[src/logic/diag_record_regs.svh]
// Purpose: Constants of the analog input scaling and its diagnostic record.
// Assumes: One 40 MHz core clock; record bytes are addressed from zero.
// Notes: Byte offsets count from the first byte of the full record.
// Function
// - Wide mode scales 10 V to 27648, range -4864 to 32511.
// - Narrow mode scales 10 V to 16384, range -3277 to 20480.
// - Function number 10h selects wide scaling, 20h selects narrow scaling.
// - No interrupt; channel errors light the channel LED and enter the record.
// - Record holds parameter errors, range overflow and range underflow.
// - Record set 01h reads the whole record, 00h its first 4 bytes.
// - Index 2F01h reads the whole record, 2F00h its first 4 bytes.
// - Index 5005h gives one byte per subindex, first byte at 02h.
// - Summary bits fail, internal, external, channel, supply 0-4; param 7.
// - Module class byte is analog class 0101b with channel info bit 4.
// - Internal diagnostic byte sets bit 4 on internal communication error.
// - Channel type byte reports analog input, 71h.
// - Diagnostic bits per channel byte reports 08h.
// - Channel count byte reports 08h.
// - Channel error map bit n is set while channel n has an error.
// - After the map come eight detail bytes and a 4-byte stamp, all 00h after reset.
// - Detail byte bit 0 parameter error, bit 6 underflow, bit 7 overflow.
// - Microsecond ticker starts at 0, wraps, captured on each event.
// - Function number FFh deactivates a channel; it measures nothing.
`ifndef DIAG_RECORD_REGS_SVH
`define DIAG_RECORD_REGS_SVH

// ----------------------------------------------------------------------------
// Access selectors
// ----------------------------------------------------------------------------
`define RS_FULL 16'h0001
`define RS_SHORT 16'h0000
`define IX_FULL 16'h2F01
`define IX_SHORT 16'h2F00
`define SX_INDEX 16'h5005
`define SX_FIRST 8'h02
`define REC_LEN 8'h14
`define SHORT_LEN 8'h04

// ----------------------------------------------------------------------------
// Record byte offsets
// ----------------------------------------------------------------------------
`define OFS_SUMMARY 8'h00
`define OFS_CLASS 8'h01
`define OFS_RSVD 8'h02
`define OFS_INTERNAL 8'h03
`define OFS_CHTYPE 8'h04
`define OFS_BITS 8'h05
`define OFS_COUNT 8'h06
`define OFS_MAP 8'h07
`define OFS_DETAIL 8'h08
`define OFS_STAMP 8'h10

// ----------------------------------------------------------------------------
// Fixed record contents and field positions
// ----------------------------------------------------------------------------
`define CLASS_INFO 8'h15
`define CHAN_TYPE 8'h71
`define BITS_PER_CH 8'h08
`define CHAN_COUNT 8'h08
`define RSVD_VALUE 8'h00
`define AUX_SYNC_RST 2'b11
`define SUM_FAIL 0
`define SUM_INTERNAL 1
`define SUM_EXTERNAL 2
`define SUM_CHANNEL 3
`define SUM_SUPPLY 4
`define SUM_PARAM 7
`define INT_COMM 4
`define DET_PARAM 0
`define DET_UNDER 6
`define DET_OVER 7

// ----------------------------------------------------------------------------
// Channel function numbers and scaling
// ----------------------------------------------------------------------------
`define FN_WIDE 8'h10
`define FN_NARROW 8'h20
`define FN_OFF 8'hFF
`define CODE_FRAC 14
`define WIDE_NOM 36'sd27648
`define WIDE_MAX 36'sd32511
`define WIDE_MIN (-36'sd4864)
`define NARROW_MAX 36'sd20480
`define NARROW_MIN (-36'sd3277)
`define CLAMP_HI 16'h7FFF
`define CLAMP_LO 16'h8000

// ----------------------------------------------------------------------------
// Timing
// ----------------------------------------------------------------------------
`define TICK_NS 1000
`define CLK_NS 25
`define TICK_CYCLES (`TICK_NS / `CLK_NS)

`endif

[src/logic/diag_record_pkg.sv]
// Purpose: Types shared by the diagnostic record block and its users.
// Assumes: Constants come from diag_record_regs.svh.
// Notes: Requests and answers travel as packed structs.
package diag_record_pkg;

  typedef enum logic [1:0] {
    acc_record_set,
    acc_object_index,
    acc_object_subindex
  } access_kind_t;

  typedef struct packed {
    logic valid;
    access_kind_t kind;
    logic [15:0] selector;
    logic [7:0] byte_sel;
  } rec_req_t;

  typedef struct packed {
    logic ack;
    logic err;
    logic [7:0] data;
  } rec_rsp_t;

  typedef struct packed {
    logic valid;
    logic [2:0] chan;
    logic signed [17:0] code;
  } sample_t;

  typedef struct packed {
    logic [5:0] pre;
    logic [31:0] ticker;
    logic [1:0] aux_sync;
    logic [7:0] summary;
    logic [7:0] internal;
    logic [7:0] err_map;
    logic [7:0][7:0] detail;
    logic [31:0] stamp;
    logic [7:0][15:0] meas;
    logic [7:0] led;
    rec_rsp_t rsp;
  } state_t;

endpackage

[src/logic/analog_input_diag_record.sv]
// Purpose: Eight-channel 0 to 10 V scaling with a readable diagnostic record.
// Assumes: Samples and requests come from logic on core_clk.
// Notes: Sample code is signed with 16384 counts per 10 V.
`timescale 1ns/100ps
`include "diag_record_regs.svh"

module analog_input_diag_record (
  // Clock and reset
  input wire logic core_clk,
  input wire logic rstn,
  // Channel setup and samples
  input wire logic [7:0][7:0] channel_function_number,
  input wire diag_record_pkg::sample_t sample,
  // Module status inputs
  input wire logic aux_supply_ok,
  input wire logic internal_comm_err,
  // Record access
  input wire diag_record_pkg::rec_req_t rec_req,
  output diag_record_pkg::rec_rsp_t rec_rsp,
  // Measurements and indicators
  output logic [7:0][15:0] meas_value,
  output logic [7:0] chan_led
);
  import diag_record_pkg::*;

  // --------------------------------------------------------------------------
  // Helpers
  // --------------------------------------------------------------------------
  function automatic logic fn_bad(input logic [7:0] fn);
    fn_bad = (fn != `FN_WIDE) && (fn != `FN_NARROW) && (fn != `FN_OFF);
  endfunction

  function automatic logic [7:0] rec_byte(input state_t s,
                                          input logic [7:0] idx);
    logic [7:0] b;
    b = 8'h00;
    if (idx == `OFS_SUMMARY) begin
      b = s.summary;
    end else if (idx == `OFS_CLASS) begin
      b = `CLASS_INFO;
    end else if (idx == `OFS_RSVD) begin
      b = `RSVD_VALUE;
    end else if (idx == `OFS_INTERNAL) begin
      b = s.internal;
    end else if (idx == `OFS_CHTYPE) begin
      b = `CHAN_TYPE;
    end else if (idx == `OFS_BITS) begin
      b = `BITS_PER_CH;
    end else if (idx == `OFS_COUNT) begin
      b = `CHAN_COUNT;
    end else if (idx == `OFS_MAP) begin
      b = s.err_map;
    end else if (idx < `OFS_STAMP) begin
      b = s.detail[idx[2:0]];
    end else if (idx < `REC_LEN) begin
      b = s.stamp[idx[1:0]*8 +: 8];
    end
    rec_byte = b;
  endfunction

  // --------------------------------------------------------------------------
  // State
  // --------------------------------------------------------------------------
  state_t s_q;
  state_t s_d;

  always_comb begin
    logic [7:0] fn;
    logic signed [35:0] cx;
    logic signed [35:0] d;
    logic signed [35:0] dmax;
    logic signed [35:0] dmin;
    logic [7:0] lim;
    logic [7:0] idx;
    logic rising;
    fn = 8'h00;
    cx = 36'sd0;
    d = 36'sd0;
    dmax = 36'sd0;
    dmin = 36'sd0;
    lim = 8'h00;
    idx = 8'h00;
    rising = 1'b0;
    s_d = s_q;

    // Free-running microsecond ticker, wraps naturally at 2^32.
    if (s_q.pre == 6'(`TICK_CYCLES - 1)) begin
      s_d.pre = 6'd0;
      s_d.ticker = s_q.ticker + 32'h0000_0001;
    end else begin
      s_d.pre = s_q.pre + 6'd1;
    end

    // The supply flag is a pin; only the second stage is ever read.
    s_d.aux_sync = {s_q.aux_sync[0], aux_supply_ok};

    // Parameter errors follow the setup continuously.
    for (int i = 0; i < 8; i++) begin
      s_d.detail[i][`DET_PARAM] =
        fn_bad(channel_function_number[i]);
      if (channel_function_number[i] == `FN_OFF) begin
        s_d.detail[i][`DET_UNDER] = 1'b0;
        s_d.detail[i][`DET_OVER] = 1'b0;
        s_d.meas[i] = 16'h0000;
      end
    end

    // Scale the newest sample; range flags track the latest reading.
    if (sample.valid) begin
      fn = channel_function_number[sample.chan];
      cx = 36'(sample.code);
      if (fn == `FN_WIDE) begin
        d = (cx * `WIDE_NOM) >>> `CODE_FRAC;
        dmax = `WIDE_MAX;
        dmin = `WIDE_MIN;
      end else begin
        d = cx;
        dmax = `NARROW_MAX;
        dmin = `NARROW_MIN;
      end
      if ((fn == `FN_WIDE) || (fn == `FN_NARROW)) begin
        s_d.detail[sample.chan][`DET_OVER] = (d > dmax);
        s_d.detail[sample.chan][`DET_UNDER] = (d < dmin);
        if (d > dmax) begin
          s_d.meas[sample.chan] = `CLAMP_HI;
        end else if (d < dmin) begin
          s_d.meas[sample.chan] = `CLAMP_LO;
        end else begin
          s_d.meas[sample.chan] = d[15:0];
        end
      end
    end

    // Bits 5 to 1 of each detail byte stay reserved.
    for (int i = 0; i < 8; i++) begin
      s_d.detail[i][5:1] = 5'h00;
      s_d.err_map[i] = |s_d.detail[i];
    end

    // The summary and internal bytes derive from the present faults.
    s_d.internal = 8'h00;
    s_d.internal[`INT_COMM] = internal_comm_err;
    s_d.summary = 8'h00;
    s_d.summary[`SUM_CHANNEL] = |s_d.err_map;
    s_d.summary[`SUM_INTERNAL] = internal_comm_err;
    s_d.summary[`SUM_SUPPLY] = ~s_q.aux_sync[1];
    for (int i = 0; i < 8; i++) begin
      if (s_d.detail[i][`DET_PARAM]) begin
        s_d.summary[`SUM_PARAM] = 1'b1;
      end
      if (s_d.detail[i][`DET_OVER] || s_d.detail[i][`DET_UNDER]) begin
        s_d.summary[`SUM_EXTERNAL] = 1'b1;
      end
    end
    s_d.summary[`SUM_EXTERNAL] = s_d.summary[`SUM_EXTERNAL] |
                                 s_d.summary[`SUM_SUPPLY];
    s_d.summary[`SUM_FAIL] = s_d.summary[`SUM_INTERNAL] |
                             s_d.summary[`SUM_SUPPLY];

    // A newly raised flag stamps the record with the ticker value.
    rising = |({s_d.summary, s_d.internal, s_d.err_map, s_d.detail} &
               ~{s_q.summary, s_q.internal, s_q.err_map, s_q.detail});
    if (rising) begin
      s_d.stamp = s_q.ticker;
    end

    // Faulty channels light their indicator; there is no interrupt.
    s_d.led = s_d.err_map;

    // Record reads answer one cycle after the request.
    s_d.rsp = '0;
    if (rec_req.valid) begin
      s_d.rsp.ack = 1'b1;
      lim = 8'h00;
      idx = rec_req.byte_sel;
      if (rec_req.kind == acc_record_set) begin
        if (rec_req.selector == `RS_FULL) begin
          lim = `REC_LEN;
        end else if (rec_req.selector == `RS_SHORT) begin
          lim = `SHORT_LEN;
        end
      end else if (rec_req.kind == acc_object_index) begin
        if (rec_req.selector == `IX_FULL) begin
          lim = `REC_LEN;
        end else if (rec_req.selector == `IX_SHORT) begin
          lim = `SHORT_LEN;
        end
      end else if (rec_req.kind == acc_object_subindex) begin
        if ((rec_req.selector == `SX_INDEX) &&
            (rec_req.byte_sel >= `SX_FIRST)) begin
          lim = `REC_LEN;
          idx = rec_req.byte_sel - `SX_FIRST;
        end
      end
      if (idx < lim) begin
        s_d.rsp.data = rec_byte(s_q, idx);
      end else begin
        s_d.rsp.err = 1'b1;
      end
    end
  end

  always_ff @(posedge core_clk or negedge rstn) begin
    if (!rstn) begin
      s_q <= '0;
      // The supply sync starts as present, so no false event follows reset.
      s_q.aux_sync <= `AUX_SYNC_RST;
    end else begin
      s_q <= s_d;
    end
  end

  // --------------------------------------------------------------------------
  // Outputs
  // --------------------------------------------------------------------------
  assign rec_rsp = s_q.rsp;
  assign meas_value = s_q.meas;
  assign chan_led = s_q.led;

endmodule

[config.mk]
export PLATFORM = sky130hd
export DESIGN_NAME = analog_input_diag_record
export DESIGN_NICKNAME = d
export VERILOG_FILES = /design/src/logic/diag_record_pkg.sv /design/src/logic/analog_input_diag_record.sv
export VERILOG_INCLUDE_DIRS = /design/src /design/src/logic
export SDC_FILE = /design/constraint.sdc
export NUM_CORES = 1
export LEC_CHECK = 0
export ABC_AREA = 1
export BUFFER_PORTS_ARGS = -buffer_cell sky130_fd_sc_hd__buf_4
export CAP_MARGIN = 10
export CORE_AREA = 3 3 255 132
export DETAILED_ROUTE_END_ITERATION = 8
export DIE_AREA = 0 0 258 135
export GPL_TIMING_DRIVEN = 1
export HOLD_SLACK_MARGIN = 0.1
export MAX_ROUTING_LAYER = met4
export PLACE_DENSITY = 0.77
export SKIP_LAST_GASP = 1
export SYNTH_ARGS = -nofsm -noshare
export SYNTH_HDL_FRONTEND = slang
export SYNTH_SLANG_ARGS = --single-unit
[constraint.sdc]
create_clock -name core_clk -period 3.1 [get_ports core_clk]
set_input_delay 0.93 -clock core_clk [delete_from_list [all_inputs] [get_ports core_clk]]
set_output_delay 0.93 -clock core_clk [all_outputs]
set_load 0.01 [all_outputs]
# == Yosys cells after proc, flatten, opt, wreduce, memory -nomap -nowiden ==
# Cells that the tools add are included.
# classes
mul,1
n_div,0
muxes,85
n_bitwise,11
addsub,3
n_lt_le_gt_ge,9
n_reduce_logical,40
n_shift,1
n_eq_ne,48
# ops
cell,count
$mux W128,4
$mux W8,22
$mux W16,9
$mux W36,4
$bwmux W128,1
$bwmux W64,2
$mux W64,2
$and A120 B120 Y120,1
$not A120 Y120,1
$or A120 B120 Y120,1
$and A88 B88 Y88,1
$not A88 Y88,1
$reduce_or A88 Y1,1
$eq A8 B8 Y1 const B,8
$ne A8 B5 Y1 const B,8
$ne A8 B6 Y1 const B,8
$ne A8 B8 Y1 const B,8
$bmux W8 S3,2
$demux W16 S3,1
$demux W8 S3,2
$gt A36 B36 Y1,1
$lt A36 B36 Y1,1
$add A32 B1 Y32 const B,1
$eq A16 B14 Y1 const B,2
other kinds (40),106
# word_totals
reg_bits,249
in_bits,117
romBits,0
latchBits,0
ram_bits,0
mem_count,0
out_inout_bits,146
wordCells,224

# == Logic depth before layout (Yosys ltp) ==
# Gate-level depths: netlist of run 1.
# depth
depth_word,22
ltp_mapped,40
depth_no_buf,38

# == Worst setup path after synthesis of run 1 ==
# OpenSTA, ideal clock, no wires.
# synth_timing
path_kind,input to register
startpoint,input sample[1] in the netlist's numbering
endpoint,register s_q[164] in the netlist's numbering
setup_ns,0.117
slack_ns,-2.413
t_required_ns,2.983
path_buffers,2
t_arrival_ns,5.396
cell_stages,33
path_cell_list,ha_1 -> inv_1 -> fa_1 -> inv_1 -> ha_1 -> a21o_1 -> ha_1 -> nand2_1 -> nand2_1 -> nand2_1 -> nand2_1 -> or2_2 -> xnor2_1 -> o21ai_0 -> ha_1 -> nand2_1 -> nand3b_1 -> nor2_1 -> nand3_1 -> nor2_1 -> nor2_2 -> buf_6 -> nand3_1 -> nand3b_1 -> nor2_1 -> nor2_1 -> nor2_1 -> nand3_1 -> nor2_4 -> nand2_4 -> buf_6 -> nand2_1 -> nand2_1
# synth_between
elab_chain_len,20
word_cells_on_any_way,45
classes_between,1 x mul; 2 x order compare; 22 x mux; 2 x bitwise; 18 x reduce/logical
# synth_rtl
item,line_no,source
"start, declared",analog_input_diag_record.sv:13,"input wire diag_record_pkg::sample_t sample,"
$mul A18 B6 Y24 (no line),n/a,
$mux W36 (*),analog_input_diag_record.sv:112,if (fn == `FN_WIDE) begin
$mux W36 (*),analog_input_diag_record.sv:109,if (sample.valid) begin
$gt A36 B36 Y1,analog_input_diag_record.sv:122,s_d.detail[sample.chan][`DET_OVER] = (d > dmax);
$bwmux W64,analog_input_diag_record.sv:122,
$bwmux W64 (*),analog_input_diag_record.sv:123,s_d.detail[sample.chan][`DET_UNDER] = (d < dmin);
$mux W64 (*),analog_input_diag_record.sv:121,if ((fn == `FN_WIDE) || (fn == `FN_NARROW)) begin
$mux W64 (*),analog_input_diag_record.sv:109,
$logic_or A1 B1 Y1,analog_input_diag_record.sv:151,if (s_d.detail[i][`DET_OVER] || s_d.detail[i][`DET_UNDER]) begin
$mux W1 (8 in a row),analog_input_diag_record.sv:151,
$or A1 B1 Y1,analog_input_diag_record.sv:155,s_d.summary[`SUM_EXTERNAL] = s_d.summary[`SUM_EXTERNAL] |
$and A88 B88 Y88 (*),analog_input_diag_record.sv:161,"rising = |({s_d.summary, s_d.internal, s_d.err_map, s_d.detail} &"
$reduce_or A88 Y1 (*),analog_input_diag_record.sv:161,
"end, declared",analog_input_diag_record.sv:64,state_t s_q;
# Every way passes the cells marked *; elsewhere a longest branch is shown, timed or not. The select of a mux whose other input is x is not followed.
# A chain may end at the register's enable or synchronous reset.

==> reports/results.txt, run 1 <==
# diodes: 0
Critical path arrival: 6100 ps
Critical path class: input pin to flip-flop
Hold Buf Count CTS: 0
PD cells: 539 nW/um2
CP endpoint kind: flip-flop
Pre-CTS worst setup slack: -3090 ps
Sequential area share after synthesis: 0.375
Die Y: 135 um
Critical path's largest stage delay: 490 ps
Clk slew on worst S/H paths: 70 ps
Yosys Warn Count: 0
CTS tree: done
Vias per cell: 5.67
Post-synth top flop: dfrtp_1
Outcome: finished, violations left
Iter 0 DRT Violations: 1913
Placed Area: 20700 um2
Max Cap Violations: 0
Hold path startpoint: s_d[267]
Routed wire length: 61400 um
Drt drc: 0
Die width: 258 um
Hold_ws: 359 ps
Syn avg cell area: 7.35 um2
Max Fanout on Critical Path: 8
Syn_nets: 2456
Peak VDD IR: 417 uV
Period minus WS final: 5670 ps
First-pass GRT wire length: 91900 um
Final WS setup: -2570 ps
Final Util: 0.759
Yosys reg bits: 248
Clock H-tree levels: 1
Final Setup Violations: 196
CP max-delay cell: fa_1
Unrepaired setup endpoints after global routing: true
Total Power: 12.9 mW
Slew Viols, Final: 0
R2r startpoint: s_q[300]
Pin count of the biggest net entering global routing: 72
Cells after synthesis: 2254
Port bufs: 262
Fin. Hold Viols: 0
Post-synth top area share: 0.371
Die Area: 34800 um2
Post-DP HPWL: 40100 um
Post-route cell area: 23900 um2
Most frequent cell on the critical path: nand2_1
Synth area leader: dfrtp_1
Nets@finish: 2923
Gr ovfl total: 0
R2r setup slk: -120 ps
Layout Skew: 25.1 ps
Area delta synth->final: 44.1%
Hold Path Cell Cnt: 0
Ranking of synthesized cells by area: dfrtp_1 37%, nand2_1 14%, nand3_1 7.9%
Worst skew pair latency: 550 ps
Max-slew headroom: 0.584
Clock Path Buffers: 3
CTS root buf: clkbuf_16
Fraction of registers with async set/reset: 1.00
Syn Std Cell Area: 16600 um2
Max frequency: 176 MHz
Leak: 12.9 nW
Post-synthesis cell type count: 50
Global placer's final weighted congestion: 0.994
CTS Sinks: 248
Post-synth EDFFs: 0
Drt pass-1 iters: 8
CTS Buf Count: 24
Via count: 17970
Initial core utilization: 0.526
Reg2Reg Depth: 16
Failing checks: setup timing
FP Rows: 46
Critical path data required time: 3530 ps
Initial antenna violation count: 0
Hold Path End: s_q[267]
Share of cells above drive strength 1: 0.406
Reg-to-reg critical path endpoint: s_q[296]
HP Class: flip-flop to flip-flop
GRT Total Usage: 0.340
WL/cell: 19.4 um
Actual slew at the worst max-slew pin: 624 ps
Vias in the first global route: 17357
ANT nets after route: 0
Boundary pin count: 263
Period utilization: 1.83
Core ar.: 31500 um2
Critical path startpoint category: input pin
[cells in the final DEF (no fill, tap or decap), types with 31 or more instances in the layout]
cell | Yosys | routed
buf_4 | 155 | 575
buf_6 | 9 | 32
dfrtp_1 | 246 | 246
ha_4 | 0 | 31
inv_1 | 272 | 243
nand2_1 | 624 | 458
nand2_2 | 9 | 122
nand2_4 | 3 | 53
nand3_1 | 262 | 224
nand3_2 | 5 | 40
nand4_1 | 32 | 32
nor2_1 | 188 | 162
o21ai_1 | 5 | 33
o21ai_2 | 0 | 58
[layer usage]
layer | track usage | vias to the layer above | wire [um]
li1 | - | 8011 | -
met1 | 0.418 | 8449 | 23200
met2 | 0.574 | 1150 | 29100
met3 | 0.0508 | 360 | 5560
met4 | 0.127 | 0 | 3580
met5 | - | - | 0
[worst max-delay path: cells and delay by family]
kind            cells  cell delay (ps)
fa+ha+maj           5             1500
compound gates      2              340
simple gates       22             2570
buf+inv             5              590
xor+xnor            1              170
[layout make-up]
type,instances,area (um2)
clock buffer,35,683
clock inverter,9,126
fill,2068,7600
inverter,289,1160
multi-input combinational,1519,9830
sequential,248,6210
tap,432,541
timing repair buffer,639,5330
[stage by stage]
stage	setup TNS (ps)	std cells
floorplan	-332470	2254
global placement	-465970	3074
detailed placement	-491810	3074
CTS	-343560	3158
global route	-444240	3171
finish	-409670	3171
[sequential cells by signal, summed over array words and instances, names as in the netlist]
signal      count
chan_led        8
meas_value    128
rec_rsp        10
s_d             1
s_q           101
[how the worst max path moves through the flow]
stage          startpoint        to  slack [ps]  depth (start not counted)
6_report        sample[3]  s_q[159]       -2570                         35
2_1_floorplan   sample[2]  s_q[164]       -2120                         33
3_3_place_gp    sample[4]  s_q[171]       -2890                         33
5_1_grt         sample[6]  s_q[159]       -2740                         40
3_5_place_dp    sample[2]  s_q[158]       -3090                         34
4_1_cts         sample[8]  s_q[158]       -2140                         34
[power by group]
| group | internal (mW) | switching (mW) |
|---|---|---|
| combinational | 2.70 | 3.14 |
| clock | 1.79 | 1.33 |
| sequential | 3.63 | 0.281 |
[what timing repair did]
action	CTS	global route
cloned	10	0
endpoints found under the hold margin	0	0
setup endpoints to repair	195	202
gates resized for setup	433	170
buffers inserted	40	15
pin swaps	89	92
[Yosys cell counts, drive strengths merged (2+ instances only)]
master,instances
xnor2,15
a21oi,31
o22a,2
o2111ai,2
nand4,32
clkbuf,34
fa,25
xor2,30
nor2,203
o211ai,4
nor3,22
inv,285
nand3b,5
and2,2
or2,6
nand3,267
o21ai,123
nand2,636
buf,168
clkinv,4
a21o,4
dfrtp,246
ha,60
a31o,2
dfstp,2
a31oi,4
nor4,10
a22oi,13
o22ai,9
[cells by family (layout without fill, tap and decap cells)]
| kind of cell | count (synthesis) | count (layout) | synth area share |
|---|---|---|---|
| AO/OA/AOI/OAI | 199 | 199 | 0.0665 |
| XOR/XNOR | 45 | 45 | 0.0238 |
| adder cells (fa/ha/maj) | 85 | 85 | 0.0755 |
| buffers and inverters | 491 | 972 | 0.151 |
| flip-flops | 248 | 248 | 0.375 |
| AND/OR/NAND/NOR | 1186 | 1190 | 0.309 |
No activity file was read; power rests on OpenSTA's default activity.
==> inputs of run 2 (changes only) <==
- ABC_AREA: 1 -> 0
- CORE_AREA: 3 3 255 132 -> 3 3 252 130
- DIE_AREA: 0 0 258 135 -> 0 0 255 133
==> reports/results.txt, run 2 <==
Outcome: finished, violations left
Failing checks: setup timing
Initial antenna violation count: 0 (unchanged)
Cell total after placement: 2475 (-19%)
Max Fanout on Critical Path: 5 (-3)
Drt drc: 0 (unchanged)
Critical path's top delay family: adder cells
Total negative slack: -522210 ps (-112540 ps)
Ranking of synthesized cells by area: dfrtp_1 39%, buf_4 6.9%, ha_1 4.7%
CP max-delay cell: fa_1
Actual slew at the worst max-slew pin: 675 ps (+51.5 ps)
CTS tree: done
Unrepaired setup endpoints after global routing: true
Die Y: 133 um (-1.5%)
Fin. Hold Viols: 0 (unchanged)
Slew Viols, Final: 0 (unchanged)
Critical path data required time: 3520 ps (about the same)
Top cells by count, synth: 246 x dfrtp_1, 149 x o21ai_0, 146 x buf_4, 137 x nor2_1, 123 x nand3_1
Vias in the first global route: 15155 (-13%)
Leak: 10.9 nW (-15%)
Via count: 15445 (-14%)
Max Cap Violations: 0 (unchanged)
Max-slew headroom: 0.550 (-0.0343)
Fraction of registers with async set/reset: 1.00 (unchanged)
Fillers: 1956 (-5.4%)
Routed wire length: 54000 um (-12%)
Nets@finish: 2375 (-19%)
Final WS setup: -3200 ps (-625 ps)
# diodes: 0 (unchanged)
Syn avg cell area: 9.47 um2 (+29%)
Final Setup Violations: 195 (-0.51%)
GRT Total Usage: 0.316 (-0.0237)
CTS Buf Count: 24 (unchanged)
Post-DP HPWL: 37200 um (-7.2%)
CTS Sinks: 248 (unchanged)
Total Power: 12.7 mW (-1.7%)
FP Rows: 45 (-2.2%)
Area delta synth->final: 42.7%
Initial core utilization: 0.524 (-0.00260)
Clock H-tree levels: 1 (unchanged)
Post-synthesis cell type count: 83 (+66%)
Max frequency: 159 MHz (-9.9%)
Post-synth top flop: dfrtp_1
Gr ovfl total: 0 (unchanged)
Yosys Warn Count: 0 (unchanged)
HP Class: flip-flop to flip-flop
Critical path class: input pin to flip-flop
WL/cell: 20.9 um (+7.8%)
Boundary pin count: 263 (unchanged)
Syn_nets: 1884 (-23%)
Post-synth EDFFs: 0 (unchanged)
Die Area: 33900 um2 (-2.6%)
First-pass GRT wire length: 82900 um (-9.8%)
Pin count of the biggest net entering global routing: 83 (+15%)
Clock Path Buffers: 3 (unchanged)
Core ar.: 30400 um2 (-3.4%)
Global placer's final weighted congestion: 0.971 (-2.3%)
Iter 0 DRT Violations: 1555 (-19%)
Reg area: 6210 um2 (unchanged)
Sequential area share after synthesis: 0.390 (+0.0152)
Most common cell after layout, fill and taps aside: buf_4
Final Util: 0.747 (-0.0112)
Layout Skew: 8.45 ps (-16.7 ps)
Syn Std Cell Area: 15900 um2 (-3.9%)
Most frequent cells in the layout: 601 x buf_4, 246 x dfrtp_1, 122 x nand3_1, 103 x nor2_1, 91 x nand2_1
Drt pass-1 iters: 5 (-3)
CTS root buf: clkbuf_16
Clk slew on worst S/H paths: 70 ps (about the same)
Multi-input logic area: 9280 um2 (-5.7%)
Port bufs: 262 (unchanged)
PD cells: 557 nW/um2 (+3.4%)
Critical path's largest stage delay: 550 ps (+60 ps)
Cells after synthesis: 1682 (-25%)
Critical path arrival: 6720 ps (+620 ps)
Hold_ws: 358 ps (-1.17 ps)
Worst skew pair latency: 530 ps (-20 ps)
Hold Buf Count CTS: 0 (unchanged)
Period utilization: 2.03 (+0.202)
Vias per cell: 5.97 (+5.3%)
Share of cells above drive strength 1: 0.488 (+0.0813)
Die width: 255 um (-1.2%)
Period minus WS final: 6300 ps (+625 ps)
Synth area leader: dfrtp_1
Cell Count, Final, Fillers Out: 2589 (-18%)
Max FFs per register: 128 (unchanged)
ANT nets after route: 0 (unchanged)
Most common cell in the netlist: dfrtp_1
Critical path startpoint category: input pin
Worst Path Buf+Inv: 8 (+3)
CP endpoint kind: flip-flop
Yosys reg bits: 248 (unchanged)
Post-synth top area share: 0.387 (+0.0151)
Peak VDD IR: 351 uV (-16%)
run 2: cell count changes in the layout (fill, tap and decap cells not counted), sizes merged, moves of 27 or more:
| cell | change |
|---|---|
| mux2 | +36 |
| a31o | +51 |
| nand3 | -144 |
| buf | +42 |
| a21oi | +30 |
| o21ai | +27 |
| nor2 | -67 |
| inv | -196 |
| nand2 | -542 |
run 2: logic make-up after synthesis:
| group | synth area share |
|---|---|
| simple gates | 0.167 |
| compound gates | 0.159 |
| buf+inv | 0.109 |
| flops | 0.390 |
| fa+ha+maj | 0.0786 |
| mux | 0.0638 |
| xor+xnor | 0.0325 |
run 2: through the flow:
step | setup slack (ps) | instance area, um2
after global routing | -3320 | 22700
final | -3200 | 22700
after CTS | -3040 | 22200
after floorplan | -3400 | 16100
after detailed placement | -3760 | 19900
after global placement | -3650 | 19900
run 2: what timing repair did:
action,CTS,global route
gates resized for setup,329,109
cloned,2,1
setup buffers,61,24
endpoints found under the setup margin,195,195
pin swaps,146,48
run 2: worst paths after layout:
path / start / to / slack [ps] / depth (start not counted)
worst min register to register: s_d[267] / s_q[267] / 360 / 0
max in group asynchronous: rstn / s_q[171] / 1960 / 2
worst min-delay path: s_d[267] / s_q[267] / 360 / 0
worst max-delay path: sample[2] / s_q[172] / -3200 / 30
min in group asynchronous: rstn / s_q[286] / 390 / 1
worst max register to register: s_q[267] / s_q[167] / 80 / 10
run 2: metal layers:
layer | vias up | share of wire | wire length [um] | GRT usage
li1 | 6894 | - | - | -
met1 | 7612 | 0.39 | 21000 | 0.392
met2 | 729 | 0.50 | 27300 | 0.535
met3 | 210 | 0.063 | 3400 | 0.0395
met4 | 0 | 0.044 | 2380 | 0.111
met5 | - | 0 | 0 | -
run 2: final cells by class:
class / instances / share of cell area
clock inverters: 5 / 0.00231
repair buffers: 682 / 0.247
inverters: 91 / 0.0152
clock buffers: 38 / 0.0323
flip-flops and latches: 248 / 0.273
multi-input cells: 1126 / 0.408
well taps: 399 / 0.0220
run 2: power by group:
part | switching, mW | leakage, nW | internal [mW] | total, mW
clock network | 1.27 | 0.385 | 1.70 | 2.98
registers | 0.322 | 3.24 | 3.66 | 3.99
logic | 2.76 | 7.28 | 2.93 | 5.69
==> inputs of run 3 (changes only) <==
- CORE_AREA: 3 3 252 130 -> 3 3 200 163
- DIE_AREA: 0 0 255 133 -> 0 0 203 166
==> reports/results.txt, run 3 (synthesized netlist as in run 2, its figures left out) <==
WL/cell: 21.5 um (+3.1%)
Vias per cell: 5.91 (-0.90%)
CTS tree: done
Share of cells above drive strength 1: 0.512 (+0.0239)
Worst skew pair latency: 530 ps (about the same)
Nets@finish: 2385 (+0.42%)
Critical path class: input pin to flip-flop
First-pass GRT wire length: 81900 um (-1.2%)
Drt pass-1 iters: 5 (unchanged)
Actual slew at the worst max-slew pin: 645 ps (-30.8 ps)
CTS Buf Count: 26 (+8.3%)
Most frequent cells in the layout: 609 x buf_4, 246 x dfrtp_1, 122 x nand3_1, 99 x o21ai_2, 94 x nor2_1
Boundary pin count: 263 (unchanged)
Most common cell after layout, fill and taps aside: buf_4
Clk slew on worst S/H paths: 60 ps (about the same)
Drt drc: 0 (unchanged)
CTS Sinks: 248 (unchanged)
Fin. Hold Viols: 0 (unchanged)
Final Setup Violations: 195 (unchanged)
Layout Skew: 9.82 ps (+1.37 ps)
Final Util: 0.762 (+0.0148)
Port bufs: 262 (unchanged)
Outcome: finished, violations left
Clock Path Buffers: 3 (unchanged)
Area delta synth->final: 45.8%
Via count: 15454 (+0.058%)
Max frequency: 165 MHz (+4.2%)
Pin count of the biggest net entering global routing: 76 (-8.4%)
Iter 0 DRT Violations: 1413 (-9.1%)
Post-DP HPWL: 40800 um (+9.5%)
GRT Total Usage: 0.313 (-0.00304)
Die width: 203 um (-20%)
Failing checks: setup timing
Final WS setup: -2940 ps (+254 ps)
Max FFs per register: 128 (unchanged)
Critical path startpoint category: input pin
Initial core utilization: 0.523 (-0.000839)
Post-route cell area: 23200 um2 (+2.1%)
Slew Viols, Final: 0 (unchanged)
Leak: 11.0 nW (+1.1%)
Placed Area: 20000 um2 (+0.76%)
Period utilization: 1.95 (-0.0821)
Unrepaired setup endpoints after global routing: true
Max Fanout on Critical Path: 8 (+3)
Critical path data required time: 3510 ps (about the same)
Critical path arrival: 6460 ps (-260 ps)
FP Rows: 57 (+27%)
Max-slew headroom: 0.570 (+0.0205)
Peak VDD IR: 390 uV (+11%)
ANT nets after route: 0 (unchanged)
Clock H-tree levels: 1 (unchanged)
PD cells: 557 nW/um2 (about the same)
Core ar.: 30500 um2 (+0.16%)
Max Cap Violations: 0 (unchanged)
Period minus WS final: 6040 ps (-254 ps)
Initial antenna violation count: 2 (+2)
CTS root buf: clkbuf_16
CP endpoint kind: flip-flop
Gr ovfl total: 0 (unchanged)
Die Area: 33700 um2 (-0.64%)
HP Class: flip-flop to flip-flop
Hold Buf Count CTS: 0 (unchanged)
Vias in the first global route: 14819 (-2.2%)
Global placer's final weighted congestion: 0.949 (-2.3%)
Routed wire length: 56200 um (+4.1%)
Die Y: 166 um (+25%)
[run 3: cell types whose count changed in the layout (fill, tap and decap cells not counted), moves of 7 or more]
cell / previous run / this run
nor2_1: 103 / 94
buf_6: 56 / 48
buf_4: 601 / 609
nor2_4: 11 / 22
o21ai_1: 31 / 8
buf_8: 9 / 16
o21ai_2: 73 / 99
ha_4: 16 / 23
[run 3: per-stage QoR]
step / hold WS [ps] / setup WS [ps] / instances / setup TNS, ps / total power [mW]
2_1_floorplan: 345 / -3400 / 1682 / -570070 / 6.73
3_3_place_gp: 348 / -3700 / 2505 / -632950 / 8.76
3_5_place_dp: 349 / -3860 / 2505 / -662320 / 8.85
4_1_cts: 357 / -3130 / 2575 / -523710 / 12.1
5_1_grt: 367 / -3170 / 2614 / -546790 / 13.6
6_report: 357 / -2940 / 2614 / -509220 / 12.9
[run 3: worst max-delay path: stages]
cell	delay (ps)
buf_4	150
ha_4	270
inv_1	50
fa_1	490
fa_1	540
inv_2	50
ha_4	240
a21o_1	200
a211o_1	330
nor2_4	160
a21boi_4	80
xnor2_2	190
o21ai_2	90
ha_2	190
or3_4	390
a221oi_2	190
mux2i_1	120
a221oi_2	260
a211o_1	190
nor2_2	50
or2_4	230
or3_4	340
nand4_4	110
buf_12	160
buf_12	140
mux2_4	300
[run 3: final timing paths]
path	start	end	slack, ps	cells past startpoint
setup / recovery	sample[10]	s_q[150]	-2940	26
hold / removal	s_d[267]	s_q[267]	360	0
setup reg to reg	s_q[225]	s_q[150]	70	11
hold reg to reg	s_d[267]	s_q[267]	360	0
max in group asynchronous	rstn	meas_value[0]	1880	2
min in group asynchronous	rstn	rec_rsp[9]	390	1
[run 3: power breakdown]
part	internal [mW]	total [mW]	switching, mW	leakage [nW]
clock	1.73	2.99	1.26	0.399
combinational	3.05	5.94	2.89	7.39
sequential	3.67	4.01	0.340	3.24
[run 3: what timing repair did]
item	in CTS	in global routing
endpoints found under the setup margin	195	195
cloned	3	0
buffers inserted	23	44
pin swaps	46	166
gates resized for setup	99	410
[run 3: area by class of cell]
type | instances | area, um2
diodes | 2 | 5.00
flip-flops and latches | 248 | 6210
inverters | 91 | 345
repair buffers | 690 | 5720
clock buffers | 39 | 781
multi-input cells | 1126 | 9610
fillers | 1999 | 7240
well taps | 413 | 517
clock inverters | 5 | 31.3
[run 3: layer usage]
metal / routed length (um) / global-route usage
met1: 22500 / 0.419
met2: 27200 / 0.503
met3: 4480 / 0.0398
met4: 1990 / 0.0964
met5: 0 / -
